**config.mk**
```make
export PLATFORM = sky130hd
export DESIGN_NAME = osc_ctrl_regs
export DESIGN_NICKNAME = d
export VERILOG_FILES = /design/src/rtl/osc_ctrl_regs.v /design/src/rtl/osc_lock_seq.v
export VERILOG_INCLUDE_DIRS = /design/src /design/src/rtl
export SDC_FILE = /design/constraint.sdc
export NUM_CORES = 1
export LEC_CHECK = 0
export BUFFER_PORTS_ARGS = -buffer_cell sky130_fd_sc_hd__buf_2
export CORE_ASPECT_RATIO = 1.1
export CORE_UTILIZATION = 30
export DETAILED_ROUTE_END_ITERATION = 16
export SLEW_MARGIN = 10
export SYNTH_ARGS = -nofsm -noshare
export SYNTH_HDL_FRONTEND = slang
export SYNTH_SLANG_ARGS = --single-unit
```
**constraint.sdc**
```tcl
create_clock -name sys_clk_i -period 2.6 [get_ports sys_clk_i]
set_clock_uncertainty 0.2 [all_clocks]
set_input_delay 0.26 -clock sys_clk_i [delete_from_list [all_inputs] [get_ports sys_clk_i]]
set_output_delay 0.26 -clock sys_clk_i [all_outputs]
set_load 0.005 [all_outputs]
```
**src/rtl/osc_ctrl_map.vh**
```
// Register indices, field positions, reset values and bus codes of the oscillator control bank.
`ifndef OSC_CTRL_MAP_VH
`define OSC_CTRL_MAP_VH

// Register indices; the byte address on the bus is four times the index.
`define OSC_IDX_DEVICE_CONTROL 10'h00A
`define OSC_IDX_MARGIN_HI 10'h010
`define OSC_IDX_MARGIN_LO 10'h011
`define OSC_IDX_OUT_CTL 10'h014
`define OSC_IDX_OUT_POL 10'h015
`define OSC_IDX_STATUS 10'h042
`define OSC_IDX_SW_RST 10'h048

// Field positions in device_control.
`define OSC_DC_PDN 6
`define OSC_DC_SEL 5
`define OSC_DC_CAL 1
`define OSC_DC_AUTO 0

// Field positions in output_control and output_polarity.
`define OSC_OC_HIZ 2
`define OSC_OC_MUTE 1
`define OSC_OP_INV1 5
`define OSC_OP_INV0 4

// Field position of the software reset bit.
`define OSC_SR_BIT 0

// Field positions in the status register.
`define OSC_ST_PLL_EN 0
`define OSC_ST_CAL_BUSY 1
`define OSC_ST_LOCKED 2
`define OSC_ST_OUT_EN 3
`define OSC_ST_HALTED 4

// Reset values.
`define OSC_RST_PDN 1'b0
`define OSC_RST_SEL 1'b1
`define OSC_RST_CAL 1'b0
`define OSC_RST_AUTO 1'b1
`define OSC_RST_MARGIN_HI 2'h0
`define OSC_RST_MARGIN_LO 8'h80
`define OSC_RST_HIZ 1'b0
`define OSC_RST_MUTE 1'b0
`define OSC_RST_INV 1'b0

// AXI response codes.
`define OSC_RESP_OKAY 2'h0
`define OSC_RESP_SLVERR 2'h2

`endif

```
**src/rtl/osc_ctrl_regs.v**
```verilog
// AXI4-Lite register bank of the programmable oscillator with its lock sequencer.
//
// How it works
// Power-down bit disables PLL, resets calibration.
// Clearing power-down re-enables PLL and recalibrates.
// Hardware reset enables and calibrates PLL automatically.
// Trigger bit rising starts calibration of the PLL.
// Trigger bit clears itself when calibration completes.
// Auto-start outranks trigger during reset start-up.
// Auto-start set: lock then enable outputs.
// Power-on, reset pin, software bit reset device.
// Auto-start clear halts; writing one starts lock.
// Ten-bit margin offset formed from two registers.
// Tri-state bit floats first output.
// Mute bit silences the clock output.
// Polarity bits five, four invert outputs.
// Reserved bits read zero, writes ignored.
`include "osc_ctrl_map.vh"

module osc_ctrl_regs #(
  parameter ADDR_W = 12
) (
  // Clock and reset
  input wire sys_clk_i,
  input wire nrst_i,
  input wire reset_input_pin_n_i,
  // AXI4-Lite write address channel
  input wire [ADDR_W-1:0] s_axi_awaddr_i,
  input wire [2:0] s_axi_awprot_i,
  input wire s_axi_awvalid_i,
  output reg s_axi_awready_o,
  // AXI4-Lite write data channel
  input wire [31:0] s_axi_wdata_i,
  input wire [3:0] s_axi_wstrb_i,
  input wire s_axi_wvalid_i,
  output reg s_axi_wready_o,
  // AXI4-Lite write response channel
  output reg [1:0] s_axi_bresp_o,
  output reg s_axi_bvalid_o,
  input wire s_axi_bready_i,
  // AXI4-Lite read address channel
  input wire [ADDR_W-1:0] s_axi_araddr_i,
  input wire [2:0] s_axi_arprot_i,
  input wire s_axi_arvalid_i,
  output reg s_axi_arready_o,
  // AXI4-Lite read data channel
  output reg [31:0] s_axi_rdata_o,
  output reg [1:0] s_axi_rresp_o,
  output reg s_axi_rvalid_o,
  input wire s_axi_rready_i,
  // Analog PLL status
  input wire cal_done_i,
  input wire pll_locked_i,
  // PLL and calibration control
  output wire pll_enable_o,
  output wire cal_reset_o,
  output wire cal_start_o,
  output wire outputs_enable_o,
  // Output stage control
  output reg [9:0] crystal_margin_offset_o,
  output reg first_output_tristate_o,
  output reg output_mute_o,
  output reg first_output_invert_o,
  output reg second_output_invert_o
);

  // Stored fields.
  reg pll_power_down_r;
  reg output_select_r;
  reg calibration_trigger_r;
  reg auto_lock_start_r;
  reg [1:0] margin_hi_r;
  reg [7:0] margin_lo_r;
  reg sw_rst_r;

  // Write channel state.
  reg aw_full_r;
  reg w_full_r;
  reg [ADDR_W-1:0] awaddr_r;
  reg [7:0] wbyte_r;
  reg wlane_r;

  // Sequencer status.
  wire cal_busy;
  wire halted;
  wire cal_complete;
  reg pll_locked_r;

  wire dev_rst;
  wire aw_take;
  wire w_take;
  wire do_wr;
  wire [ADDR_W-3:0] wr_idx;
  wire [ADDR_W-3:0] rd_idx;
  wire wr_device_control;
  wire wr_margin_hi;
  wire wr_margin_lo;
  wire wr_out_ctl;
  wire wr_out_pol;
  wire wr_sw_rst;
  wire wr_hit;
  wire cal_trigger_rise;
  wire auto_start_write;
  wire pdn_nxt;

  reg [7:0] rd_byte;
  reg rd_hit;

  // The reset pin is taken as synchronous; the software bit gives a one-cycle pulse.
  assign dev_rst = !reset_input_pin_n_i || sw_rst_r;

  assign aw_take = s_axi_awvalid_i && s_axi_awready_o;
  assign w_take = s_axi_wvalid_i && s_axi_wready_o;
  assign do_wr = aw_full_r && w_full_r && !s_axi_bvalid_o;

  assign wr_idx = awaddr_r[ADDR_W-1:2];
  assign rd_idx = s_axi_araddr_i[ADDR_W-1:2];

  // Only byte lane 0 carries register bits; a write with that strobe low stores nothing.
  assign wr_device_control = do_wr && wlane_r && (wr_idx == `OSC_IDX_DEVICE_CONTROL);
  assign wr_margin_hi = do_wr && wlane_r && (wr_idx == `OSC_IDX_MARGIN_HI);
  assign wr_margin_lo = do_wr && wlane_r && (wr_idx == `OSC_IDX_MARGIN_LO);
  assign wr_out_ctl = do_wr && wlane_r && (wr_idx == `OSC_IDX_OUT_CTL);
  assign wr_out_pol = do_wr && wlane_r && (wr_idx == `OSC_IDX_OUT_POL);
  assign wr_sw_rst = do_wr && wlane_r && (wr_idx == `OSC_IDX_SW_RST);

  assign wr_hit = (wr_idx == `OSC_IDX_DEVICE_CONTROL) || (wr_idx == `OSC_IDX_MARGIN_HI) ||
                  (wr_idx == `OSC_IDX_MARGIN_LO) || (wr_idx == `OSC_IDX_OUT_CTL) ||
                  (wr_idx == `OSC_IDX_OUT_POL) || (wr_idx == `OSC_IDX_STATUS) ||
                  (wr_idx == `OSC_IDX_SW_RST);

  // Only a zero-to-one change of the stored trigger bit starts a calibration.
  assign cal_trigger_rise = wr_device_control && wbyte_r[`OSC_DC_CAL] && !calibration_trigger_r;
  assign auto_start_write = wr_device_control && wbyte_r[`OSC_DC_AUTO];
  assign pdn_nxt = wr_device_control ? wbyte_r[`OSC_DC_PDN] : pll_power_down_r;

  osc_lock_seq u_seq (
    .sys_clk_i(sys_clk_i),
    .nrst_i(nrst_i),
    .dev_rst_i(dev_rst),
    .auto_lock_start_i(auto_lock_start_r),
    .auto_start_write_i(auto_start_write),
    .pll_power_down_i(pdn_nxt),
    .cal_trigger_rise_i(cal_trigger_rise),
    .cal_done_i(cal_done_i),
    .pll_locked_i(pll_locked_i),
    .pll_enable_o(pll_enable_o),
    .cal_reset_o(cal_reset_o),
    .cal_start_o(cal_start_o),
    .cal_busy_o(cal_busy),
    .outputs_enable_o(outputs_enable_o),
    .halted_o(halted),
    .cal_complete_o(cal_complete)
  );

  // Write address and data are taken in either order and joined before the write.
  always @(posedge sys_clk_i or negedge nrst_i) begin
    if (!nrst_i) begin
      aw_full_r <= 1'b0;
      w_full_r <= 1'b0;
      awaddr_r <= {ADDR_W{1'b0}};
      wbyte_r <= 8'h00;
      wlane_r <= 1'b0;
      s_axi_awready_o <= 1'b1;
      s_axi_wready_o <= 1'b1;
      s_axi_bvalid_o <= 1'b0;
      s_axi_bresp_o <= `OSC_RESP_OKAY;
    end else begin
      if (aw_take) begin
        aw_full_r <= 1'b1;
        awaddr_r <= s_axi_awaddr_i;
        s_axi_awready_o <= 1'b0;
      end
      if (w_take) begin
        w_full_r <= 1'b1;
        wbyte_r <= s_axi_wdata_i[7:0];
        wlane_r <= s_axi_wstrb_i[0];
        s_axi_wready_o <= 1'b0;
      end
      if (do_wr) begin
        aw_full_r <= 1'b0;
        w_full_r <= 1'b0;
        s_axi_bvalid_o <= 1'b1;
        s_axi_bresp_o <= wr_hit ? `OSC_RESP_OKAY : `OSC_RESP_SLVERR;
      end
      if (s_axi_bvalid_o && s_axi_bready_i) begin
        s_axi_bvalid_o <= 1'b0;
        s_axi_awready_o <= 1'b1;
        s_axi_wready_o <= 1'b1;
      end
    end
  end

  // Register storage; a device reset restores every field except auto-start to its reset value.
  always @(posedge sys_clk_i or negedge nrst_i) begin
    if (!nrst_i) begin
      pll_power_down_r <= `OSC_RST_PDN;
      output_select_r <= `OSC_RST_SEL;
      calibration_trigger_r <= `OSC_RST_CAL;
      auto_lock_start_r <= `OSC_RST_AUTO;
      margin_hi_r <= `OSC_RST_MARGIN_HI;
      margin_lo_r <= `OSC_RST_MARGIN_LO;
      first_output_tristate_o <= `OSC_RST_HIZ;
      output_mute_o <= `OSC_RST_MUTE;
      first_output_invert_o <= `OSC_RST_INV;
      second_output_invert_o <= `OSC_RST_INV;
      sw_rst_r <= 1'b0;
    end else if (dev_rst) begin
      // Auto-start survives a device reset, otherwise software could never choose to halt.
      pll_power_down_r <= `OSC_RST_PDN;
      output_select_r <= `OSC_RST_SEL;
      calibration_trigger_r <= `OSC_RST_CAL;
      margin_hi_r <= `OSC_RST_MARGIN_HI;
      margin_lo_r <= `OSC_RST_MARGIN_LO;
      first_output_tristate_o <= `OSC_RST_HIZ;
      output_mute_o <= `OSC_RST_MUTE;
      first_output_invert_o <= `OSC_RST_INV;
      second_output_invert_o <= `OSC_RST_INV;
      sw_rst_r <= 1'b0;
    end else begin
      sw_rst_r <= wr_sw_rst && wbyte_r[`OSC_SR_BIT];
      // Reserved bit positions are simply not stored.
      if (wr_device_control) begin
        pll_power_down_r <= wbyte_r[`OSC_DC_PDN];
        output_select_r <= wbyte_r[`OSC_DC_SEL];
        auto_lock_start_r <= wbyte_r[`OSC_DC_AUTO];
      end
      // A new write of one wins over a completion in the same cycle.
      if (wr_device_control && wbyte_r[`OSC_DC_CAL]) begin
        calibration_trigger_r <= 1'b1;
      end else if (wr_device_control || cal_complete) begin
        calibration_trigger_r <= 1'b0;
      end
      if (wr_margin_hi) begin
        margin_hi_r <= wbyte_r[1:0];
      end
      if (wr_margin_lo) begin
        margin_lo_r <= wbyte_r;
      end
      if (wr_out_ctl) begin
        first_output_tristate_o <= wbyte_r[`OSC_OC_HIZ];
        output_mute_o <= wbyte_r[`OSC_OC_MUTE];
      end
      if (wr_out_pol) begin
        second_output_invert_o <= wbyte_r[`OSC_OP_INV1];
        first_output_invert_o <= wbyte_r[`OSC_OP_INV0];
      end
    end
  end

  // The offset is registered once more so that the output stage sees one coherent word.
  always @(posedge sys_clk_i or negedge nrst_i) begin
    if (!nrst_i) begin
      crystal_margin_offset_o <= {`OSC_RST_MARGIN_LO, `OSC_RST_MARGIN_HI};
      pll_locked_r <= 1'b0;
    end else begin
      crystal_margin_offset_o <= {margin_lo_r, margin_hi_r};
      pll_locked_r <= pll_locked_i;
    end
  end

  // Read decode; unused positions read as zero.
  always @* begin
    rd_byte = 8'h00;
    rd_hit = 1'b1;
    case (rd_idx)
      `OSC_IDX_DEVICE_CONTROL: begin
        rd_byte[`OSC_DC_PDN] = pll_power_down_r;
        rd_byte[`OSC_DC_SEL] = output_select_r;
        rd_byte[`OSC_DC_CAL] = calibration_trigger_r;
        rd_byte[`OSC_DC_AUTO] = auto_lock_start_r;
      end
      `OSC_IDX_MARGIN_HI: begin
        rd_byte[1:0] = margin_hi_r;
      end
      `OSC_IDX_MARGIN_LO: begin
        rd_byte = margin_lo_r;
      end
      `OSC_IDX_OUT_CTL: begin
        rd_byte[`OSC_OC_HIZ] = first_output_tristate_o;
        rd_byte[`OSC_OC_MUTE] = output_mute_o;
      end
      `OSC_IDX_OUT_POL: begin
        rd_byte[`OSC_OP_INV1] = second_output_invert_o;
        rd_byte[`OSC_OP_INV0] = first_output_invert_o;
      end
      `OSC_IDX_STATUS: begin
        rd_byte[`OSC_ST_PLL_EN] = pll_enable_o;
        rd_byte[`OSC_ST_CAL_BUSY] = cal_busy;
        rd_byte[`OSC_ST_LOCKED] = pll_locked_r;
        rd_byte[`OSC_ST_OUT_EN] = outputs_enable_o;
        rd_byte[`OSC_ST_HALTED] = halted;
      end
      `OSC_IDX_SW_RST: begin
        rd_byte = 8'h00;
      end
      default: begin
        rd_hit = 1'b0;
      end
    endcase
  end

  // Read channel: one read outstanding, answered the cycle after the address is taken.
  always @(posedge sys_clk_i or negedge nrst_i) begin
    if (!nrst_i) begin
      s_axi_arready_o <= 1'b1;
      s_axi_rvalid_o <= 1'b0;
      s_axi_rdata_o <= 32'h00000000;
      s_axi_rresp_o <= `OSC_RESP_OKAY;
    end else begin
      if (s_axi_arvalid_i && s_axi_arready_o) begin
        s_axi_arready_o <= 1'b0;
        s_axi_rvalid_o <= 1'b1;
        s_axi_rdata_o <= {24'h000000, rd_byte};
        s_axi_rresp_o <= rd_hit ? `OSC_RESP_OKAY : `OSC_RESP_SLVERR;
      end else if (s_axi_rvalid_o && s_axi_rready_i) begin
        s_axi_rvalid_o <= 1'b0;
        s_axi_arready_o <= 1'b1;
      end
    end
  end

endmodule

```
**src/rtl/osc_lock_seq.v**
```verilog
// PLL power, calibration and lock sequencer of the oscillator control bank.
module osc_lock_seq (
  // Clock and reset
  input wire sys_clk_i,
  input wire nrst_i,
  input wire dev_rst_i,
  // Controls from the register bank
  input wire auto_lock_start_i,
  input wire auto_start_write_i,
  input wire pll_power_down_i,
  input wire cal_trigger_rise_i,
  // Analog status
  input wire cal_done_i,
  input wire pll_locked_i,
  // Sequencer outputs
  output reg pll_enable_o,
  output reg cal_reset_o,
  output reg cal_start_o,
  output reg cal_busy_o,
  output reg outputs_enable_o,
  output reg halted_o,
  output reg cal_complete_o
);

  localparam S_CONFIG = 6'h01;
  localparam S_HALT = 6'h02;
  localparam S_CAL = 6'h04;
  localparam S_LOCK = 6'h08;
  localparam S_RUN = 6'h10;
  localparam S_PDN = 6'h20;

  reg [5:0] state_r;
  reg [5:0] state_nxt;

  always @* begin
    state_nxt = state_r;
    case (state_r)
      S_CONFIG: begin
        // The trigger bit is not looked at here: auto-start decides the start-up path.
        if (pll_power_down_i) begin
          state_nxt = S_PDN;
        end else if (auto_lock_start_i) begin
          state_nxt = S_CAL;
        end else begin
          state_nxt = S_HALT;
        end
      end
      S_HALT: begin
        if (pll_power_down_i) begin
          state_nxt = S_PDN;
        end else if (auto_start_write_i || cal_trigger_rise_i) begin
          state_nxt = S_CAL;
        end
      end
      S_CAL: begin
        if (pll_power_down_i) begin
          state_nxt = S_PDN;
        end else if (cal_done_i) begin
          state_nxt = S_LOCK;
        end
      end
      S_LOCK: begin
        if (pll_power_down_i) begin
          state_nxt = S_PDN;
        end else if (cal_trigger_rise_i) begin
          state_nxt = S_CAL;
        end else if (pll_locked_i) begin
          state_nxt = S_RUN;
        end
      end
      S_RUN: begin
        if (pll_power_down_i) begin
          state_nxt = S_PDN;
        end else if (cal_trigger_rise_i) begin
          state_nxt = S_CAL;
        end else if (!pll_locked_i) begin
          state_nxt = S_LOCK;
        end
      end
      S_PDN: begin
        if (!pll_power_down_i) begin
          state_nxt = S_CAL;
        end
      end
      default: begin
        state_nxt = S_CONFIG;
      end
    endcase
    if (dev_rst_i) begin
      state_nxt = S_CONFIG;
    end
  end

  always @(posedge sys_clk_i or negedge nrst_i) begin
    if (!nrst_i) begin
      state_r <= S_CONFIG;
      pll_enable_o <= 1'b0;
      cal_reset_o <= 1'b1;
      cal_start_o <= 1'b0;
      cal_busy_o <= 1'b0;
      outputs_enable_o <= 1'b0;
      halted_o <= 1'b0;
      cal_complete_o <= 1'b0;
    end else begin
      state_r <= state_nxt;
      // The PLL runs and calibration leaves reset only in the active states.
      pll_enable_o <= (state_nxt == S_CAL) || (state_nxt == S_LOCK) || (state_nxt == S_RUN);
      cal_reset_o <= !((state_nxt == S_CAL) || (state_nxt == S_LOCK) || (state_nxt == S_RUN));
      cal_start_o <= (state_nxt == S_CAL) && (state_r != S_CAL);
      cal_busy_o <= (state_nxt == S_CAL);
      outputs_enable_o <= (state_nxt == S_RUN);
      halted_o <= (state_nxt == S_HALT);
      cal_complete_o <= (state_r == S_CAL) && (state_nxt == S_LOCK);
    end
  end

endmodule

```
==> run_results.csv <==
group,metric,value,unit
run_status,status,"complete, no violations",
logic_synthesis,synth_cells,330,
die,die_height,118,um
critical_path,crit_path_end_kind,"flip-flop",
detailed_routing,via_per_inst,4.66,
placement,hpwlAfterDp,5780,um
critical_path,path_cells,"dlygate4sd3_1 > buf_2 > or3b_1 > a2111oi_0 > o22ai_1 > a2bb2oi_1 > a31o_1",
logic_synthesis,synthesis.area,0.00368,sq mm
power,totalPowerFinal,3.57,mW
timing,drv_slew,0,
clock_network,clock_latency,330,ps
grt,grt_pass1_vias,2685,
run,drv_cap,0,
detailed_routing,avgRoutedWirePerCell,13.4,um
critical_path,crit_type,"primary input to flip-flop",
power,internal_power,2.57,mW
cells_and_area,antenna_cells,0,
detailed_routing,wl_met1,3570,um
detailed_routing,drtAntennaViolNets,0,
critical_path,cp.required,2660,ps
detailed_routing,wl_met3,470,um
clock_network,root_buffer,"clkbuf_16",
clock_network,clk_pin_slew,60,ps
timing,post-route-min-period,2280,ps
cells_and_area,drive_above_1_share,30.8,%
timing,report.final.hold_viol_count,0,
clock_network,cts_buffers,9,
grt,grt_max_degree,42,
detailed_routing,top_layer,"met4",
grt,grt_remaining_overflow,0,
logic_synthesis,ys_async_sr_fraction,100,%
timing,tightest_slew,589,ps
logic_synthesis,synth_cell_types,61,
hold_path,holdPathEnd,"u_seq.state_r[3]$_DFF_PN0_",
detailed_routing,via_count,2779,
die,coreArea,0.0120,sq mm
cells_and_area,areaGrowthSynthToFinish,28.7,%
timing,relSlewSlack,60.7,%
hold_path,hold_class,"primary input to flip-flop",
timing,setup_ws,323,ps
critical_path,rr_worst_depth,6,
critical_path,path_buf_inv,2,
logic_synthesis,synth-main-ff-cell,"dfrtp_1",
die,die_x,108,um
placement,place_ws,360,ps
logic_synthesis,yosys-top-cells-area,"dfrtp_1, dfstp_2, mux2_2",
logic_synthesis,synth_largest_area_cell,"dfrtp_1",
die,die_area,0.0127,sq mm
power,p_sw,996,uW
power,comb_power_share,17.5,%
power,p_leak,2.23,nW
grt,antenna_found_initial,0,
clock_network,cts_tree,"built",
logic_synthesis,yosys.area.top_type_share,47.6,%
clock_network,clk_path_buf_depth,2,
power,p_clk_share,35.2,%
detailed_routing,drt_iter0_drc,108,
grt,grt_pass1_wl,13000,um
die,rows,42,
critical_path,critPathTopFamily,"compound AO/OA/AOI/OAI gates",
hold_path,whs_path_depth,3,
timing,rsz0062_at_grt,"false",
clock_network,htree_levels,3,
critical_path,slowest_stage,"dlygate4sd3_1",
critical_path,crit_fanout,4,
hold_path,holdCritStartpoint,"cal_done_i",
timing,period_share,87.6,%
detailed_routing,routed-wl-met2,3820,um
logic_synthesis,synth-seq-cells,79,
critical_path,r2r_end,"u_seq.pll_enable_o$_DFF_PN0_",
critical_path,critical-path-max-stage-delay,530,ps
critical_path,cp-start-kind,"primary input",
logic_synthesis,avgSynthCellArea,11.2,sq um
clock_network,cts_resized,0,
die,start_util,30.7,%
power,pwr-share-seq,47.2,%
critical_path,r2r_slack,370,ps
logic_synthesis,yosysWarnings,0,
cells_and_area,fin_nets,513,
placement,gp_congestion,0.821,
detailed_routing,drc,0,
critical_path,crit_arrival,2340,ps
die,ioPinCount,135,
clock_network,clkSinkCount,79,
power,power_density,753,mW/mm^2
detailed_routing,drt_wl_total,7980,um
power,ir_drop,0.387,mV
critical_path,r2r-start,"awaddr_r[7]$_DFFE_PN0P_",
timing,setup_violations,0,
cells_and_area,fillers,1172,
logic_synthesis,synth-edff-count,0,
detailed_routing,dr.pass1.iters,4,
logic_synthesis,seq_area_frac_synth,54.0,%
power,p_sw_share,27.9,%
timing,max_freq,0.439,GHz
placement,io_buffers,71,
timing,tns,0,ps
grt,grt_util_all_layers,13.3,%
cells_and_area,utilization,39.5,%
through the flow:
stage / hold slack [ps] / instances / cell area, sq um
4_1_cts: 70.4 / 596 / 4740
3_3_place_gp: 77.8 / 551 / 4150
3_5_place_dp: 78.6 / 551 / 4150
6_report: 89.2 / 596 / 4740
5_1_grt: 95.8 / 596 / 4740
2_1_floorplan: -236 / 355 / 3770
cells by family after synthesis:
kind of cell	count (synthesis)	share of synthesized area (%)
AOI/OAI and AO/OA	48	8.94
xor gates and xnor gates	2	0.476
buffers and inverters	49	8.06
DFF	79	54.0
muxes	40	11.6
other	1	0.102
and+or+nand+nor	111	16.8
power by group through the flow:
stage / clock, mW / combinational (mW) / sequential, mW
4_1_cts: 1.30 / 0.631 / 1.69
5_1_grt: 1.36 / 0.696 / 1.72
3_3_place_gp: 0 / 0.567 / 1.70
2_1_floorplan: 0 / 0.466 / 1.63
3_5_place_dp: 0 / 0.587 / 1.71
6_report: 1.26 / 0.626 / 1.68
how the worst max path moves through the flow:
stage / start / endpoint / slack, ps / cells past startpoint
2_1_floorplan: u_seq.state_r[2]$_DFF_PN0_ / u_seq.cal_reset_o$_DFF_PN1_ / 510 / 6
3_3_place_gp: awaddr_r[7]$_DFFE_PN0P_ / u_seq.pll_enable_o$_DFF_PN0_ / 350 / 6
3_5_place_dp: awaddr_r[7]$_DFFE_PN0P_ / u_seq.pll_enable_o$_DFF_PN0_ / 360 / 6
4_1_cts: pll_locked_i / u_seq.cal_reset_o$_DFF_PN1_ / 330 / 7
5_1_grt: pll_locked_i / u_seq.cal_reset_o$_DFF_PN1_ / 140 / 7
6_report: pll_locked_i / u_seq.cal_reset_o$_DFF_PN1_ / 320 / 7
layout make-up:
cell class	instances	area, sq um	share of cell area, %
inverter	12	45.0	0.951
timing repair buffer	108	721	15.2
sequential	79	1990	42.0
clock inverter	4	53.8	1.14
clock buffer	12	246	5.20
multi-input combinational	227	1490	31.4
tap	154	193	4.07
synth_stat cells, drive strengths merged (2+ instances only):
cell type	count
o21ai	16
or3b	3
nor2b	2
o211ai	3
a22oi	2
nand4	2
a21oi	6
or3	3
a211oi	2
mux2i	19
clkbuf	5
o22ai	3
nand2b	5
dfrtp	70
nor2	36
nand2	23
a31oi	3
nand3	4
and3b	2
nor3	12
and3	2
nor4	4
nor3b	3
a222oi	4
dfstp	9
mux2	21
buf	32
inv	12
worst min-delay path, cell delays in order:
cell       delay, ps
buf_2            110
a2bb2oi_1        120
nor2_1            90
routing by layer:
| layer | up-vias | track usage (%) |
|---|---|---|
| met5 | - | 0 |
| met4 | 0 | 5.31 |
| met3 | 12 | 4.41 |
| met2 | 87 | 21.7 |
| met1 | 1349 | 16.0 |
| li1 | 1331 | - |
placed cells by master (no fill, tap or decap), types with 5 or more instances in the layout:
cell,count
a21oi_1,5
dfrtp_1,70
nor3_1,10
buf_4,8
clkbuf_16,9
buf_2,70
nand2b_1,5
nand2_1,23
conb_1,26
mux2_2,21
dlygate4sd3_1,29
inv_1,12
o21ai_0,16
nor2_1,36
dfstp_2,9
mux2i_1,19
registers in the layout, summed over array words and instances (netlist names), 2 cells and up:
signal and cells:
margin_hi_r 2, u_seq.state_r 6, margin_lo_r 8, wbyte_r 8, s_axi_rdata_o 8, crystal_margin_offset_o 10, awaddr_r 10
timing repair:
action | in CTS | in global routing
hold buffers | 29 | 0
endpoints found under the hold margin | 62 | 0
buffers inserted | 0 | 0
(Power assumes the default switching activity.)
